### src/inc/vpc_pkg.sv
// Purpose: Shared constants and types for the video port capture engine
// Assumes: 8-bit byte stream with embedded timing reference codes
// Notes: Register map and field layout live here
package vpc_pkg;

  // ----------------------------------------
  // Register offsets
  // ----------------------------------------
  localparam logic [3:0] VPC_CTRL_ADDR = 4'h0;
  localparam logic [3:0] VPC_VBI_START_ADDR = 4'h1;
  localparam logic [3:0] VPC_VBI_END_ADDR = 4'h2;
  localparam logic [3:0] VPC_VBI_LINES_ADDR = 4'h3;
  localparam logic [3:0] VPC_STATUS_ADDR = 4'h4;
  localparam logic [3:0] VPC_COUNT_ADDR = 4'h5;

  // ----------------------------------------
  // Control field positions
  // ----------------------------------------
  localparam int VPC_CTRL_EN_BIT = 0;
  localparam int VPC_CTRL_MODE_LSB = 1;
  localparam int VPC_CTRL_SCALE_LSB = 4;
  localparam int VPC_CTRL_BUSOFF_BIT = 9;
  localparam logic [15:0] VPC_CTRL_RESET = 16'h0010;

  // Blanking modes
  localparam logic [1:0] VPC_VBI_OFF = 2'h0;
  localparam logic [1:0] VPC_VBI_RAW = 2'h1;
  localparam logic [1:0] VPC_VBI_FRAMED = 2'h2;

  // Timing reference preamble and code bits
  localparam logic [7:0] VPC_PRE_FF = 8'hFF;
  localparam logic [7:0] VPC_PRE_00 = 8'h00;
  localparam int VPC_H_BIT = 4;
  localparam int VPC_V_BIT = 5;
  localparam int VPC_F_BIT = 6;
  localparam logic [4:0] VPC_SCALE_MIN = 5'h01;

  typedef enum logic [1:0] {
    VPC_PHASE_CB = 2'b00,
    VPC_PHASE_Y0 = 2'b01,
    VPC_PHASE_CR = 2'b11,
    VPC_PHASE_Y1 = 2'b10
  } vpc_phase_type;

  typedef enum logic [1:0] {
    VPC_ST_IDLE = 2'b00,
    VPC_ST_LINE = 2'b01,
    VPC_ST_VBI = 2'b11
  } vpc_state_type;

  typedef struct packed {
    logic valid;
    logic [7:0] data;
    vpc_phase_type phase;
  } vpc_pixel_type;

  // A code byte: F, V, H plus protection bits
  function automatic logic vpc_is_sav(input logic [7:0] code);
    return code[7] && !code[VPC_H_BIT];
  endfunction : vpc_is_sav

  function automatic logic vpc_is_eav(input logic [7:0] code);
    return code[7] && code[VPC_H_BIT];
  endfunction : vpc_is_eav

endpackage : vpc_pkg

### src/core/vpc_capture.sv
// Purpose: Capture engine of an 8-bit video input port
// Assumes: Decoder bytes synchronous to clock, one per cycle
// Notes: Codes are FF 00 00 XY; XY bit 4 set marks end of line
//
// Added by the designer: the placing of the registers and strobed register access.
`timescale 1ns/100ps
module vpc_capture
  import vpc_pkg::*;
#(
  parameter int LINE_WIDTH = 10
) (
  input wire logic clock,
  input wire logic reset_n,
  input wire logic [7:0] video_byte_bus,
  input wire logic fifo_ready,
  output vpc_pixel_type fifo_pixel,
  output logic active_video_flag,
  output logic bus_float,
  input wire logic [3:0] reg_addr,
  input wire logic [15:0] reg_wdata,
  input wire logic reg_write,
  input wire logic reg_read,
  output logic [15:0] reg_rdata
);

  // Region count must fit the 16-bit register word
  if (LINE_WIDTH < 4 || LINE_WIDTH > 16) begin : g_bad_width
    $error("LINE_WIDTH out of range");
  end

  // ----------------------------------------
  // Registers
  // ----------------------------------------
  logic [15:0] ctrl_reg;
  logic [7:0] vbi_start_reg;
  logic [7:0] vbi_end_reg;
  logic [LINE_WIDTH-1:0] vbi_lines_reg;
  logic [15:0] count_reg;
  logic [15:0] rdata_reg;
  logic overflow_reg;

  wire capture_enable = ctrl_reg[VPC_CTRL_EN_BIT];
  wire [1:0] vbi_mode = ctrl_reg[VPC_CTRL_MODE_LSB +: 2];
  wire [4:0] scale_raw = ctrl_reg[VPC_CTRL_SCALE_LSB +: 5];
  // Zero scale would pass every line; treat as one
  wire [4:0] scale = (scale_raw == 5'h00) ? VPC_SCALE_MIN : scale_raw;

  // ----------------------------------------
  // Code detection
  // ----------------------------------------
  logic [7:0] b1_reg;
  logic [7:0] b2_reg;
  logic [7:0] b3_reg;
  wire preamble = (b3_reg == VPC_PRE_FF) && (b2_reg == VPC_PRE_00) && (b1_reg == VPC_PRE_00);
  wire code_byte = preamble;
  wire sav_seen = code_byte && vpc_is_sav(video_byte_bus);
  wire eav_seen = code_byte && vpc_is_eav(video_byte_bus);
  // Normal SAV: low bits pattern x00 (V low, H low); normal EAV: H high
  wire sav_active = sav_seen && !video_byte_bus[VPC_V_BIT];
  wire eav_line_end = eav_seen;
  wire field_bit = video_byte_bus[VPC_F_BIT];
  // FF byte could be start of a code; in a line window it is not stored
  wire pre_start = (video_byte_bus == VPC_PRE_FF);

  // ----------------------------------------
  // Capture state
  // ----------------------------------------
  vpc_state_type state_reg;
  vpc_state_type state_next;
  vpc_phase_type phase_reg;
  logic vbi_done_reg;
  logic vbi_armed_reg;
  logic last_field_reg;
  logic [4:0] line_div_reg;
  logic [LINE_WIDTH-1:0] vbi_line_cnt_reg;

  wire keep_line = (line_div_reg == 5'h00);
  wire vbi_sav_match = sav_seen && (video_byte_bus == vbi_start_reg);
  wire vbi_eav_match = eav_seen && (video_byte_bus == vbi_end_reg);
  wire field_change = code_byte && (field_bit != last_field_reg);
  wire vbi_region = (vbi_mode == VPC_VBI_RAW) && (vbi_line_cnt_reg != '0);
  // Blanking starts at the end code that flags the vertical interval
  wire raw_vbi_start = (vbi_mode == VPC_VBI_RAW) && !vbi_done_reg && eav_seen
                       && video_byte_bus[VPC_V_BIT] && vbi_region;

  always_comb begin
    state_next = state_reg;
    case (state_reg)
      VPC_ST_IDLE: begin
        if (!capture_enable) begin
          state_next = VPC_ST_IDLE;
        end else if (raw_vbi_start) begin
          state_next = VPC_ST_VBI;
        end else if (vbi_mode == VPC_VBI_FRAMED && vbi_armed_reg && sav_seen) begin
          state_next = VPC_ST_LINE;
        end else if (vbi_mode == VPC_VBI_FRAMED && !vbi_done_reg && vbi_sav_match) begin
          state_next = VPC_ST_LINE;
        end else if (sav_active && keep_line) begin
          state_next = VPC_ST_LINE;
        end
      end
      VPC_ST_LINE: begin
        if (!capture_enable) begin
          state_next = VPC_ST_IDLE;
        end else if (raw_vbi_start) begin
          // Last active line hands over straight to raw blanking
          state_next = VPC_ST_VBI;
        end else if (eav_line_end) begin
          state_next = VPC_ST_IDLE;
        end
      end
      VPC_ST_VBI: begin
        // Raw blanking: every byte but code bytes stored until the next SAV
        if (!capture_enable) begin
          state_next = VPC_ST_IDLE;
        end else if (sav_active && keep_line) begin
          // Closing SAV may open an active line at once
          state_next = VPC_ST_LINE;
        end else if (sav_seen) begin
          state_next = VPC_ST_IDLE;
        end
      end
      default: begin
        state_next = VPC_ST_IDLE;
      end
    endcase
  end

  // Data byte is the current bus byte; preamble bytes are dropped in a line window only, raw blanking stores them
  wire in_window = (state_reg != VPC_ST_IDLE);
  wire store_now = in_window && !preamble && !pre_start
                   && !(b1_reg == VPC_PRE_FF) && !(b2_reg == VPC_PRE_FF && b1_reg == VPC_PRE_00);
  wire stored_byte_ok = in_window && !code_byte;
  wire take_byte = stored_byte_ok && !(state_reg == VPC_ST_LINE && !store_now);
  wire overflow_set = take_byte && !fifo_ready;
  wire overflow_clear = reg_write && (reg_addr == VPC_STATUS_ADDR) && reg_wdata[0];

  always_ff @(posedge clock) begin
    if (!reset_n) begin
      b1_reg <= 8'h00;
      b2_reg <= 8'h00;
      b3_reg <= 8'h00;
      state_reg <= VPC_ST_IDLE;
      phase_reg <= VPC_PHASE_CB;
      vbi_done_reg <= 1'b0;
      vbi_armed_reg <= 1'b0;
      last_field_reg <= 1'b0;
      line_div_reg <= 5'h00;
      vbi_line_cnt_reg <= '0;
      fifo_pixel <= '0;
      count_reg <= 16'h0000;
      overflow_reg <= 1'b0;
    end else begin
      b1_reg <= video_byte_bus;
      b2_reg <= b1_reg;
      b3_reg <= b2_reg;
      state_reg <= state_next;
      fifo_pixel.valid <= 1'b0;
      if (take_byte) begin
        fifo_pixel.valid <= 1'b1;
        fifo_pixel.data <= video_byte_bus;
        fifo_pixel.phase <= phase_reg;
        count_reg <= count_reg + 16'h0001;
        if (!fifo_ready) begin
          overflow_reg <= 1'b1;
        end
      end
      // Cb, Y0, Cr, Y1, then back to Cb
      // Every window opening restarts the group at Cb
      if (state_reg == VPC_ST_IDLE || state_next != state_reg) begin
        phase_reg <= VPC_PHASE_CB;
      end else if (take_byte) begin
        case (phase_reg)
          VPC_PHASE_CB: phase_reg <= VPC_PHASE_Y0;
          VPC_PHASE_Y0: phase_reg <= VPC_PHASE_CR;
          VPC_PHASE_CR: phase_reg <= VPC_PHASE_Y1;
          default: phase_reg <= VPC_PHASE_CB;
        endcase
      end
      // Line decimation counts each active line start
      if (sav_active) begin
        line_div_reg <= (line_div_reg + 5'h01 >= scale) ? 5'h00 : line_div_reg + 5'h01;
      end
      if (code_byte) begin
        last_field_reg <= field_bit;
      end
      if (field_change) begin
        vbi_done_reg <= 1'b0;
        vbi_armed_reg <= 1'b0;
        line_div_reg <= 5'h00;
        vbi_line_cnt_reg <= vbi_lines_reg;
        count_reg <= 16'h0000;
      end else begin
        if (state_reg == VPC_ST_VBI && sav_seen) begin
          vbi_done_reg <= 1'b1;
        end
        if (vbi_mode == VPC_VBI_FRAMED && vbi_sav_match && !vbi_done_reg) begin
          vbi_armed_reg <= 1'b1;
        end
        if (vbi_mode == VPC_VBI_FRAMED && vbi_armed_reg && vbi_eav_match) begin
          vbi_armed_reg <= 1'b0;
          vbi_done_reg <= 1'b1;
        end
      end
      // Set wins over a clear in the same cycle
      if (overflow_clear && !overflow_set) begin
        overflow_reg <= 1'b0;
      end
    end
  end

  assign active_video_flag = fifo_pixel.valid;

  // ----------------------------------------
  // Register port
  // ----------------------------------------
  always_ff @(posedge clock) begin
    if (!reset_n) begin
      ctrl_reg <= VPC_CTRL_RESET;
      vbi_start_reg <= 8'h00;
      vbi_end_reg <= 8'h00;
      vbi_lines_reg <= '0;
    end else if (reg_write) begin
      case (reg_addr)
        VPC_CTRL_ADDR: ctrl_reg <= reg_wdata;
        VPC_VBI_START_ADDR: vbi_start_reg <= reg_wdata[7:0];
        VPC_VBI_END_ADDR: vbi_end_reg <= reg_wdata[7:0];
        VPC_VBI_LINES_ADDR: vbi_lines_reg <= reg_wdata[LINE_WIDTH-1:0];
        default: ctrl_reg <= ctrl_reg;
      endcase
    end
  end

  // Source bus released while software has the float bit set
  assign bus_float = ctrl_reg[VPC_CTRL_BUSOFF_BIT];

  wire [15:0] status_word = {12'h000, vbi_armed_reg, vbi_done_reg, state_reg == VPC_ST_LINE,
                             overflow_reg};
  wire [15:0] rdata_next = (reg_addr == VPC_CTRL_ADDR) ? ctrl_reg :
                           (reg_addr == VPC_VBI_START_ADDR) ? {8'h00, vbi_start_reg} :
                           (reg_addr == VPC_VBI_END_ADDR) ? {8'h00, vbi_end_reg} :
                           (reg_addr == VPC_VBI_LINES_ADDR) ? 16'(vbi_lines_reg) :
                           (reg_addr == VPC_STATUS_ADDR) ? status_word :
                           (reg_addr == VPC_COUNT_ADDR) ? count_reg : 16'h0000;

  always_ff @(posedge clock) begin
    if (!reset_n) begin
      rdata_reg <= 16'h0000;
    end else if (reg_read) begin
      rdata_reg <= rdata_next;
    end else begin
      rdata_reg <= 16'h0000;
    end
  end

  assign reg_rdata = rdata_reg;

endmodule : vpc_capture

### config.mk
export PLATFORM = sky130hd
export DESIGN_NAME = vpc_capture
export DESIGN_NICKNAME = d
export VERILOG_FILES = /design/src/inc/vpc_pkg.sv /design/src/core/vpc_capture.sv
export SDC_FILE = /design/constraint.sdc
export NUM_CORES = 1
export LEC_CHECK = 0
export BUFFER_PORTS_ARGS = -buffer_cell sky130_fd_sc_hd__buf_2
export CORE_ASPECT_RATIO = 0.5
export CORE_UTILIZATION = 41
export CTS_CLUSTER_DIAMETER = 200
export DETAILED_ROUTE_END_ITERATION = 6
export RECOVER_POWER = 25
export REMOVE_ABC_BUFFERS = 1
export SYNTH_ARGS = -nofsm -noshare
export SYNTH_HDL_FRONTEND = slang
export SYNTH_SLANG_ARGS = --single-unit
export TNS_END_PERCENT = 5
### constraint.sdc
create_clock -name clock -period 3.95 [get_ports clock]
set_input_delay 0.1975 -clock clock [delete_from_list [all_inputs] [get_ports clock]]
set_output_delay 0.1975 -clock clock [all_outputs]
set_load 0.03 [all_outputs]
==> metrics, run 1 <==
pre-CTS setup slack 990.4 ps; count of yosys warnings during synthesis 0; CP arrival 3300 ps; core area 13060 sq um; post-detailed-placement half-perimeter wirelength 10350 um; max-slew violation count 0; antenna diode count 0; power density relative to cell area 484.8 nW/um^2; Routed Antenna Nets 0; number of global-route vias before repair 4313; startpoint kind of the worst setup timing path flip-flop; number of vias per cell 5.453; cell chosen for the clock root sky130_fd_sc_hd__clkbuf_16; most used flip-flop cell after synthesis sky130_fd_sc_hd__dfxtp_1; final wirelength 15240 um; count of mapped cells out of synthesis 660; Global Route Usage Sum 21.85%; setup repair after global routing missed its margin no; flip-flop and latch count after synthesis 132; final worst hold slack 9.866 ps; global placer's final weighted congestion 0.8614; total count of hold-check failures in the final report 0; DIE HEIGHT 85 um; highest clock rate 340.4 MHz; number of max-capacitance violations reported 0; fin nets 748; Post-synth EDFFs 0; die width 168 um; full die area 14280 sq um; Post-CTS Hold Buffers 0; insertion delay of the later-clocked pin in the worst-skew pair 420 ps; antenna violations before repair 0; register area share after synthesis 46.78%; first-pass GRT wire length 23730 um; total vias in the final route 4853; final count of negative-setup-slack endpoints 0; DRT Pass-1 Iters 6; share of the core filled with cells in the final layout 50.93%; max_slew headroom 17.58%; number of buffers on the longest clock path 2; Async SR Flop Fraction 0%; static leakage 2.557 nW; type of destination of the critical path flip-flop; Post-synth top cells sky130_fd_sc_hd__dfxtp_1, sky130_fd_sc_hd__nand2_1, sky130_fd_sc_hd__a21oi_1; remaining routing DRC violations 0; number of gates given a new drive strength after cts 0; most numerous cell in the Yosys netlist sky130_fd_sc_hd__dfxtp_1; Final WS setup 1012 ps; worst path required time 4310 ps; path type of the worst min-delay path in2reg; aggregate negative setup slack 0 ps; total standard cell area after synthesis 5649 sq um; VDD IR-drop max 285.3 uV; port bufs 61; Post-CTS Setup Repair Bufs 0; clock buffer count from CTS 17; number of inserted filler cells in the final layout 1255; share of cells above drive strength 1 13.19%; grt total ovfl 0; library cell occupying the most area in the post-synthesis netlist sky130_fd_sc_hd__dfxtp_1; CTS H-Tree Depth 4; number of sinks handled by clock tree synthesis 132; clock skew after layout 10.56 ps; min Tclk post-route 2938 ps; layout overhead on the synthesized area 17.76%; number of placed I/O pins 62; result of the run completed; unique cell type count in the Yosys netlist 59; Worst Tran Pin Value 1236 ps; top cells by area, synth sky130_fd_sc_hd__dfxtp_1, sky130_fd_sc_hd__nand2_1, sky130_fd_sc_hd__a21oi_1, sky130_fd_sc_hd__mux2i_1, sky130_fd_sc_hd__nor2_1; average cell area after synthesis 8.559 sq um; clock-pin slew on the worst setup and hold paths 60 ps; maximum number of pins on one net before global-route repair 64; effective utilization at floorplan 43.25%; CTS tree built; Std-Cell Rows 29; number of violations reported at the end of detailed-routing iteration 0 459; Wirelength per Cell 17.12 um; fraction of post-synthesis cell area in the top cell type by area 46.78%; maximum fanout count along the critical path 16; Crit Path Class reg2reg; final period utilization 74.38%
-- cell families (layout without fill, tap and decap cells) --
| logic type | Yosys count | after routing | share of synthesized area (%) |
|---|---|---|---|
| buffers and inverters | 53 | 113 | 4.230 |
| xor gates and xnor gates | 31 | 31 | 4.806 |
| adders and majority gates | 8 | 8 | 1.772 |
| muxes | 25 | 25 | 4.430 |
| DFF | 132 | 132 | 46.78 |
| AOI/OAI and AO/OA | 119 | 119 | 12.58 |
| and+or+nand+nor | 292 | 292 | 25.41 |
-- worst max-delay path, cell delays in order (launching register included) --
cell,delay (ps)
sky130_fd_sc_hd__dfxtp_1,470
sky130_fd_sc_hd__nand4b_1,160
sky130_fd_sc_hd__nor4_1,50
sky130_fd_sc_hd__a22oi_1,840
sky130_fd_sc_hd__nand2_1,570
sky130_fd_sc_hd__or4_1,640
sky130_fd_sc_hd__a21oi_1,140
-- stage by stage --
stage,instance area (sq um),cells,total power [mW]
after detailed placement,6032,858,1.524
after CTS,6676,890,3.237
after global placement,6032,858,1.524
final,6653,890,3.225
after floorplan,5463,621,1.447
after global routing,6653,890,3.316
-- placed cells by master, fill, tap and decap left out, types with 7 or more instances in the layout --
master / count
sky130_fd_sc_hd__a21oi_1: 67
sky130_fd_sc_hd__a22oi_1: 12
sky130_fd_sc_hd__and2_0: 9
sky130_fd_sc_hd__and2_1: 21
sky130_fd_sc_hd__buf_2: 45
sky130_fd_sc_hd__clkbuf_1: 18
sky130_fd_sc_hd__clkbuf_16: 17
sky130_fd_sc_hd__dfxtp_1: 132
sky130_fd_sc_hd__ha_1: 8
sky130_fd_sc_hd__inv_1: 13
sky130_fd_sc_hd__mux2i_1: 25
sky130_fd_sc_hd__nand2_1: 116
sky130_fd_sc_hd__nand3_1: 20
sky130_fd_sc_hd__nand4_1: 16
sky130_fd_sc_hd__nor2_1: 57
sky130_fd_sc_hd__nor4_1: 7
sky130_fd_sc_hd__o21ai_0: 9
sky130_fd_sc_hd__xnor2_1: 9
sky130_fd_sc_hd__xor2_1: 22
-- routing by layer --
layer / routed length [um] / global-route usage (%)
met5: 0 / 0
met4: 283 / 8.424
met3: 1052 / 4.291
met2: 6287 / 30.91
met1: 7617 / 32.42
-- path summary, 6_finish.rpt --
path	from	to	slack [ps]	depth (start not counted)
hold / removal	reg_wdata[10]	ctrl_reg[10]	10	3
setup / recovery	state_reg[1]	count_reg[12]	1010	6
hold reg to reg	fifo_pixel[3]	fifo_pixel[3]	450	2
setup reg to reg	state_reg[1]	count_reg[12]	1010	6
-- report_power, final --
part	total, mW	switching (mW)	internal, mW
clock network	1.73	0.619	1.11
logic	0.138	0.0949	0.0430
registers	1.36	0.0102	1.35
-- cell type report --
class	count	area (sq um)	share of cell area [%]
multi-input cells	475	2774	41.70
clock inverters	11	173.9	2.614
inverters	14	52.55	0.7899
flip-flops and latches	132	2643	39.72
repair buffers	67	326.6	4.909
well taps	170	212.7	3.197
clock buffers	21	470.5	7.072
(Power assumes the default switching activity.)
==> inputs of run 2 (changes only) <==
==> constraint.sdc (replaced) <==
create_clock -name clock -period 2.7 [get_ports clock]
set_input_delay 0.135 -clock clock [delete_from_list [all_inputs] [get_ports clock]]
set_output_delay 0.135 -clock clock [all_outputs]
set_load 0.03 [all_outputs]
==> run 2 against run 1 <==
Non-clock buffer count rose by 19. Sequential power increased by 46%. Clock power grew 23%. Register-to-register slack got worse by 720 ps. Global-route usage decreased by 0.12 points. Maximum frequency is 22% higher. Setup slack lost 720 ps. Cell count is 2.1% higher. Critical path depth rose by 1. Hold slack improved by 9.9 ps.
==> metrics, run 2 (synthesis results as in run 1) <==
result of the run completed; max_slew headroom 25.03%; first-pass GRT wire length 23780 um; Post-CTS Setup Repair Bufs 0; cell family contributing the most delay on the critical path simple AND/OR/NAND/NOR gates; Routed Antenna Nets 0; setup repair after global routing missed its margin no; Post-CTS Hold Buffers 12; highest-count cells in the layout ignoring fill and taps sky130_fd_sc_hd__dfxtp_1, sky130_fd_sc_hd__nand2_1, sky130_fd_sc_hd__a21oi_1; number of sinks handled by clock tree synthesis 132; type of destination of the critical path flip-flop; Crit Path Class reg2reg; total count of hold-check failures in the final report 0; maximum fanout count along the critical path 11; DRT Pass-1 Iters 5; antenna violations before repair 0; crit-path cells or4b_1 > nor4_2 > and2_1 > nand2_1 > buf_4 > mux2i_1 > nor2_1; number of placed I/O pins 62; final wirelength 14800 um; number of buffers on the longest clock path 2; core area 13060 sq um; port bufs 61; remaining routing DRC violations 0; power density relative to cell area 644.5 nW/um^2; fin nets 767; final period utilization 89.14%; clock skew after layout 6.188 ps; worst path required time 2970 ps; share of cells above drive strength 1 13.13%; Worst Tran Pin Value 1125 ps; delay contributed by the slowest stage of the critical path 530 ps; total vias in the final route 4822; min Tclk post-route 2407 ps; most common cell after layout, fill and taps aside sky130_fd_sc_hd__dfxtp_1; max-slew violation count 0; dpl cell area 6085 sq um; insertion delay of the later-clocked pin in the worst-skew pair 410 ps; grt total ovfl 0; post-detailed-placement half-perimeter wirelength 10430 um; CTS H-Tree Depth 4; number of buffer and inverter stages on the critical path 1; Std-Cell Rows 29; number of gates given a new drive strength after cts 0; clock buffer count from CTS 17; static leakage 2.588 nW; cell chosen for the clock root sky130_fd_sc_hd__clkbuf_16; DIE HEIGHT 85 um; number of max-capacitance violations reported 0; aggregate negative setup slack 0 ps; antenna diode count 0; clock-pin slew on the worst setup and hold paths 60 ps; startpoint kind of the worst setup timing path flip-flop; Placed Cells incl. Taps 865; final worst hold slack 19.74 ps; number of violations reported at the end of detailed-routing iteration 0 394; layout overhead on the synthesized area 18.94%; final count of negative-setup-slack endpoints 0; highest clock rate 415.5 MHz; full die area 14280 sq um; CTS tree built; maximum number of pins on one net before global-route repair 64; CP arrival 2680 ps; effective utilization at floorplan 43.25%; number of inserted filler cells in the final layout 1264; Global Route Usage Sum 21.72%; Wirelength per Cell 16.29 um; number of vias per cell 5.305; slowest library cell on the worst path sky130_fd_sc_hd__or4b_1; Total Power 4.330 mW; path type of the worst min-delay path in2reg; die width 168 um; VDD IR-drop max 296.5 uV; number of global-route vias before repair 4457; final design area excluding fillers 6719 sq um; global placer's final weighted congestion 0.8589; final cell count without fillers 909
-- run 2: cell types whose count changed in the layout (fill, tap and decap cells not counted), sizes merged --
cell | before | now
inv | 15 | 14
bufinv | 4 | 1
clkinv | 3 | 5
clkbuf | 38 | 41
buf | 50 | 56
dlygate4sd3 | 0 | 12
-- run 2: final timing paths --
kind         cells after the start          start                   to  slack (ps)
max                              7      b2_reg[1]  vbi_line_cnt_reg[2]         290
min                              3   reg_wdata[4]     vbi_lines_reg[4]          20
max reg2reg                      7      b2_reg[1]  vbi_line_cnt_reg[2]         290
min reg2reg                      2  fifo_pixel[5]        fifo_pixel[5]         450
-- run 2: where the power goes --
group / total, mW / internal [mW] / switching, mW
clock network: 2.13 / 1.28 / 0.842
logic: 0.216 / 0.0764 / 0.139
registers: 1.99 / 1.97 / 0.0153
-- run 2: layer usage --
| metal | global-route usage [%] | wire, um |
|---|---|---|
| met5 | 0 | 0 |
| met4 | 7.506 | 215 |
| met3 | 5.830 | 1075 |
| met2 | 31.06 | 6118 |
| met1 | 31.29 | 7395 |
-- run 2: through the flow --
step / util, % / setup WS (ps)
6_report: 51.44 / 293.2
5_1_grt: 51.44 / 129.5
4_1_cts: 51.63 / 314.7
3_5_place_dp: 46.58 / 326.8
3_3_place_gp: 46.58 / 402.4
2_1_floorplan: - / 380.3
-- run 2: worst register-to-register path: cells and delay by family, from the launching register on --
kind | cells | cell delay, ps
flip-flops | 1 | 310
multiplexers | 1 | 190
buffers and inverters | 1 | 240
AND/OR/NAND/NOR | 5 | 1540
-- run 2: layout make-up --
class                   instances  area (sq um)  area share (%)
flip-flops and latches        132          2643           39.33
multi-input cells             475          2774           41.28
clock inverters                 9         81.33           1.210
repair buffers                 86         498.0           7.412
well taps                     170         212.7           3.166
clock buffers                  23         457.9           6.816
inverters                      14         52.55          0.7821
==> inputs of run 3 (changes only) <==
--- a/config.mk
+++ b/config.mk
@@ -7,9 +7,10 @@
 export LEC_CHECK = 0
 export BUFFER_PORTS_ARGS = -buffer_cell sky130_fd_sc_hd__buf_2
 export CORE_ASPECT_RATIO = 0.5
-export CORE_UTILIZATION = 41
+export CORE_UTILIZATION = 50
 export CTS_CLUSTER_DIAMETER = 200
 export DETAILED_ROUTE_END_ITERATION = 6
+export PLACE_DENSITY = 0.72
 export RECOVER_POWER = 25
 export REMOVE_ABC_BUFFERS = 1
 export SYNTH_ARGS = -nofsm -noshare
==> run 3 against run 2 <==
The flow now finishes with violations (design-rule violations). Register-to-register slack better by 20 ps. Total power grew 6.5%. Via count up 2.2%. Flip-flop and latch count did not move. Largest cell class unchanged. Highest routed layer unchanged.
==> metrics, run 3 (synthesis results as in run 1) <==
Final WS setup 316.1 ps; number of max-capacitance violations reported 0; DIE HEIGHT 77.16 um; Worst Tran Pin Value 1056 ps; path type of the worst min-delay path in2reg; global placer's final weighted congestion 0.8884; power density relative to cell area 683.9 nW/um^2; CTS H-Tree Depth 4; clock buffer count from CTS 17; delay contributed by the slowest stage of the critical path 530 ps; maximum fanout count along the critical path 7; highest-count cells in the layout ignoring fill and taps sky130_fd_sc_hd__dfxtp_1, sky130_fd_sc_hd__nand2_1, sky130_fd_sc_hd__a21oi_1; type of destination of the critical path flip-flop; total vias in the final route 4930; die width 152.3 um; number of buffer and inverter stages on the critical path 0; remaining routing DRC violations 11; first-pass GRT wire length 23910 um; share of cells above drive strength 1 14.01%; number of vias per cell 5.602; VDD IR-drop max 402.4 uV; number of global-route vias before repair 4714; multi-input logic area 2774 sq um; Std-Cell Rows 27; startpoint kind of the worst setup timing path flip-flop; maximum number of pins on one net before global-route repair 64; slowest library cell on the worst path sky130_fd_sc_hd__or4b_1; area used by sequential logic in the layout 2643 sq um; final wirelength 14790 um; clock-pin slew on the worst setup and hold paths 60 ps; clock skew after layout 5.886 ps; antenna violations before repair 0; most common cell after layout, fill and taps aside sky130_fd_sc_hd__dfxtp_1; violations in the final reports design-rule violations; CTS tree built; layout overhead on the synthesized area 19.36%; max_slew headroom 29.58%; aggregate negative setup slack 0 ps; CP arrival 2720 ps; Global Route Usage Sum 26.44%; effective utilization at floorplan 51.45%; number of sinks handled by clock tree synthesis 132; setup repair after global routing missed its margin no; port bufs 61; Routed Antenna Nets 0; grt total ovfl 0; crit-path cells or4b_1 > nor4_2 > and2_1 > nand2_1 > o31a_1 > nor3_1; number of buffers on the longest clock path 2; number of violations reported at the end of detailed-routing iteration 0 369; core area 10980 sq um; min Tclk post-route 2384 ps; total count of hold-check failures in the final report 0; DRT Pass-1 Iters 7; static leakage 2.642 nW; Post-CTS Setup Repair Bufs 0; number of inserted filler cells in the final layout 946; final count of negative-setup-slack endpoints 0; fin nets 763; cell chosen for the clock root sky130_fd_sc_hd__clkbuf_16; Crit Path Class reg2reg; worst path required time 3040 ps; result of the run complete, but fails checks; max-slew violation count 0; number of placed I/O pins 62; insertion delay of the later-clocked pin in the worst-skew pair 420 ps; pre-CTS setup slack 367.2 ps; cell family contributing the most delay on the critical path simple AND/OR/NAND/NOR gates; Wirelength per Cell 16.81 um; full die area 11750 sq um; highest clock rate 419.5 MHz; post-detailed-placement half-perimeter wirelength 9937 um; final period utilization 88.29%; antenna diode count 0
-- run 3: changes by cell type in the layout (fill, tap and decap cells not counted) --
| cell | before | now |
|---|---|---|
| sky130_fd_sc_hd__buf_2 | 44 | 49 |
| sky130_fd_sc_hd__bufinv_16 | 1 | 3 |
| sky130_fd_sc_hd__clkbuf_1 | 23 | 15 |
| sky130_fd_sc_hd__dlygate4sd3_1 | 12 | 10 |
| sky130_fd_sc_hd__and2_1 | 20 | 21 |
| sky130_fd_sc_hd__clkinv_2 | 4 | 3 |
| sky130_fd_sc_hd__clkbuf_8 | 1 | 5 |
| sky130_fd_sc_hd__buf_4 | 12 | 10 |
| sky130_fd_sc_hd__clkinvlp_4 | 3 | 1 |
| sky130_fd_sc_hd__and2_0 | 10 | 9 |
-- run 3: worst paths after layout --
check,slack (ps),start,cells past startpoint,end
worst max register to register,320,b2_reg[1],6,state_reg[1]
worst min register to register,450,fifo_pixel[0],2,fifo_pixel[0]
worst min-delay path,8,reg_wdata[5],3,vbi_lines_reg[5]
worst max-delay path,320,b2_reg[1],6,state_reg[1]
-- run 3: layer usage --
| metal | GRT usage, % | vias up | wire [um] |
|---|---|---|---|
| met1 | 34.99 | 2294 | 6840 |
| met3 | 7.066 | 26 | 1321 |
| li1 | - | 2404 | - |
| met2 | 40.97 | 206 | 6363 |
| met4 | 10.71 | 0 | 269 |
| met5 | 0 | - | 0 |
-- run 3: where the power goes --
| group | internal [mW] | total [mW] | leakage [nW] | switching, mW |
|---|---|---|---|---|
| logic | 0.0750 | 0.214 | 1.27 | 0.139 |
| clock network | 1.57 | 2.41 | 0.306 | 0.837 |
| registers | 1.97 | 1.99 | 1.07 | 0.0155 |
| total | 3.62 | 4.61 | 2.64 | 0.992 |
-- run 3: worst reg2reg max path, delay by kind of cell, from the launching register on --
family / cells / cell delay (ps)
flops: 1 / 310
compound gates: 1 / 280
simple gates: 5 / 1710
-- run 3: area by class of cell --
type                            count  area share [%]
Clock inverter                      8           1.800
Clock buffer                       24           7.441
Inverter                           14          0.7794
Timing Repair Buffer               82           6.959
Multi-Input combinational cell    475           41.14
Sequential cell                   132           39.19
Tap cell                          145           2.691
-- run 3: what timing repair did --
action,in CTS,in global routing
hold endpoints to repair,13,0
hold buffers,10,0
resized for setup,0,0
-- run 3: metrics by stage --
stage               power, mW  instances  hold WS (ps)  utilization [%]  cell area, sq um
global placement        2.226        838         376.8            55.00              6038
finish                  4.612        880         7.632            61.41              6743
floorplan               2.117        621         223.9                -              5463
CTS                     4.627        880        0.2358            61.58              6761
global route            4.739        880         17.33            61.41              6743
detailed placement      2.229        838         381.3            55.00              6038
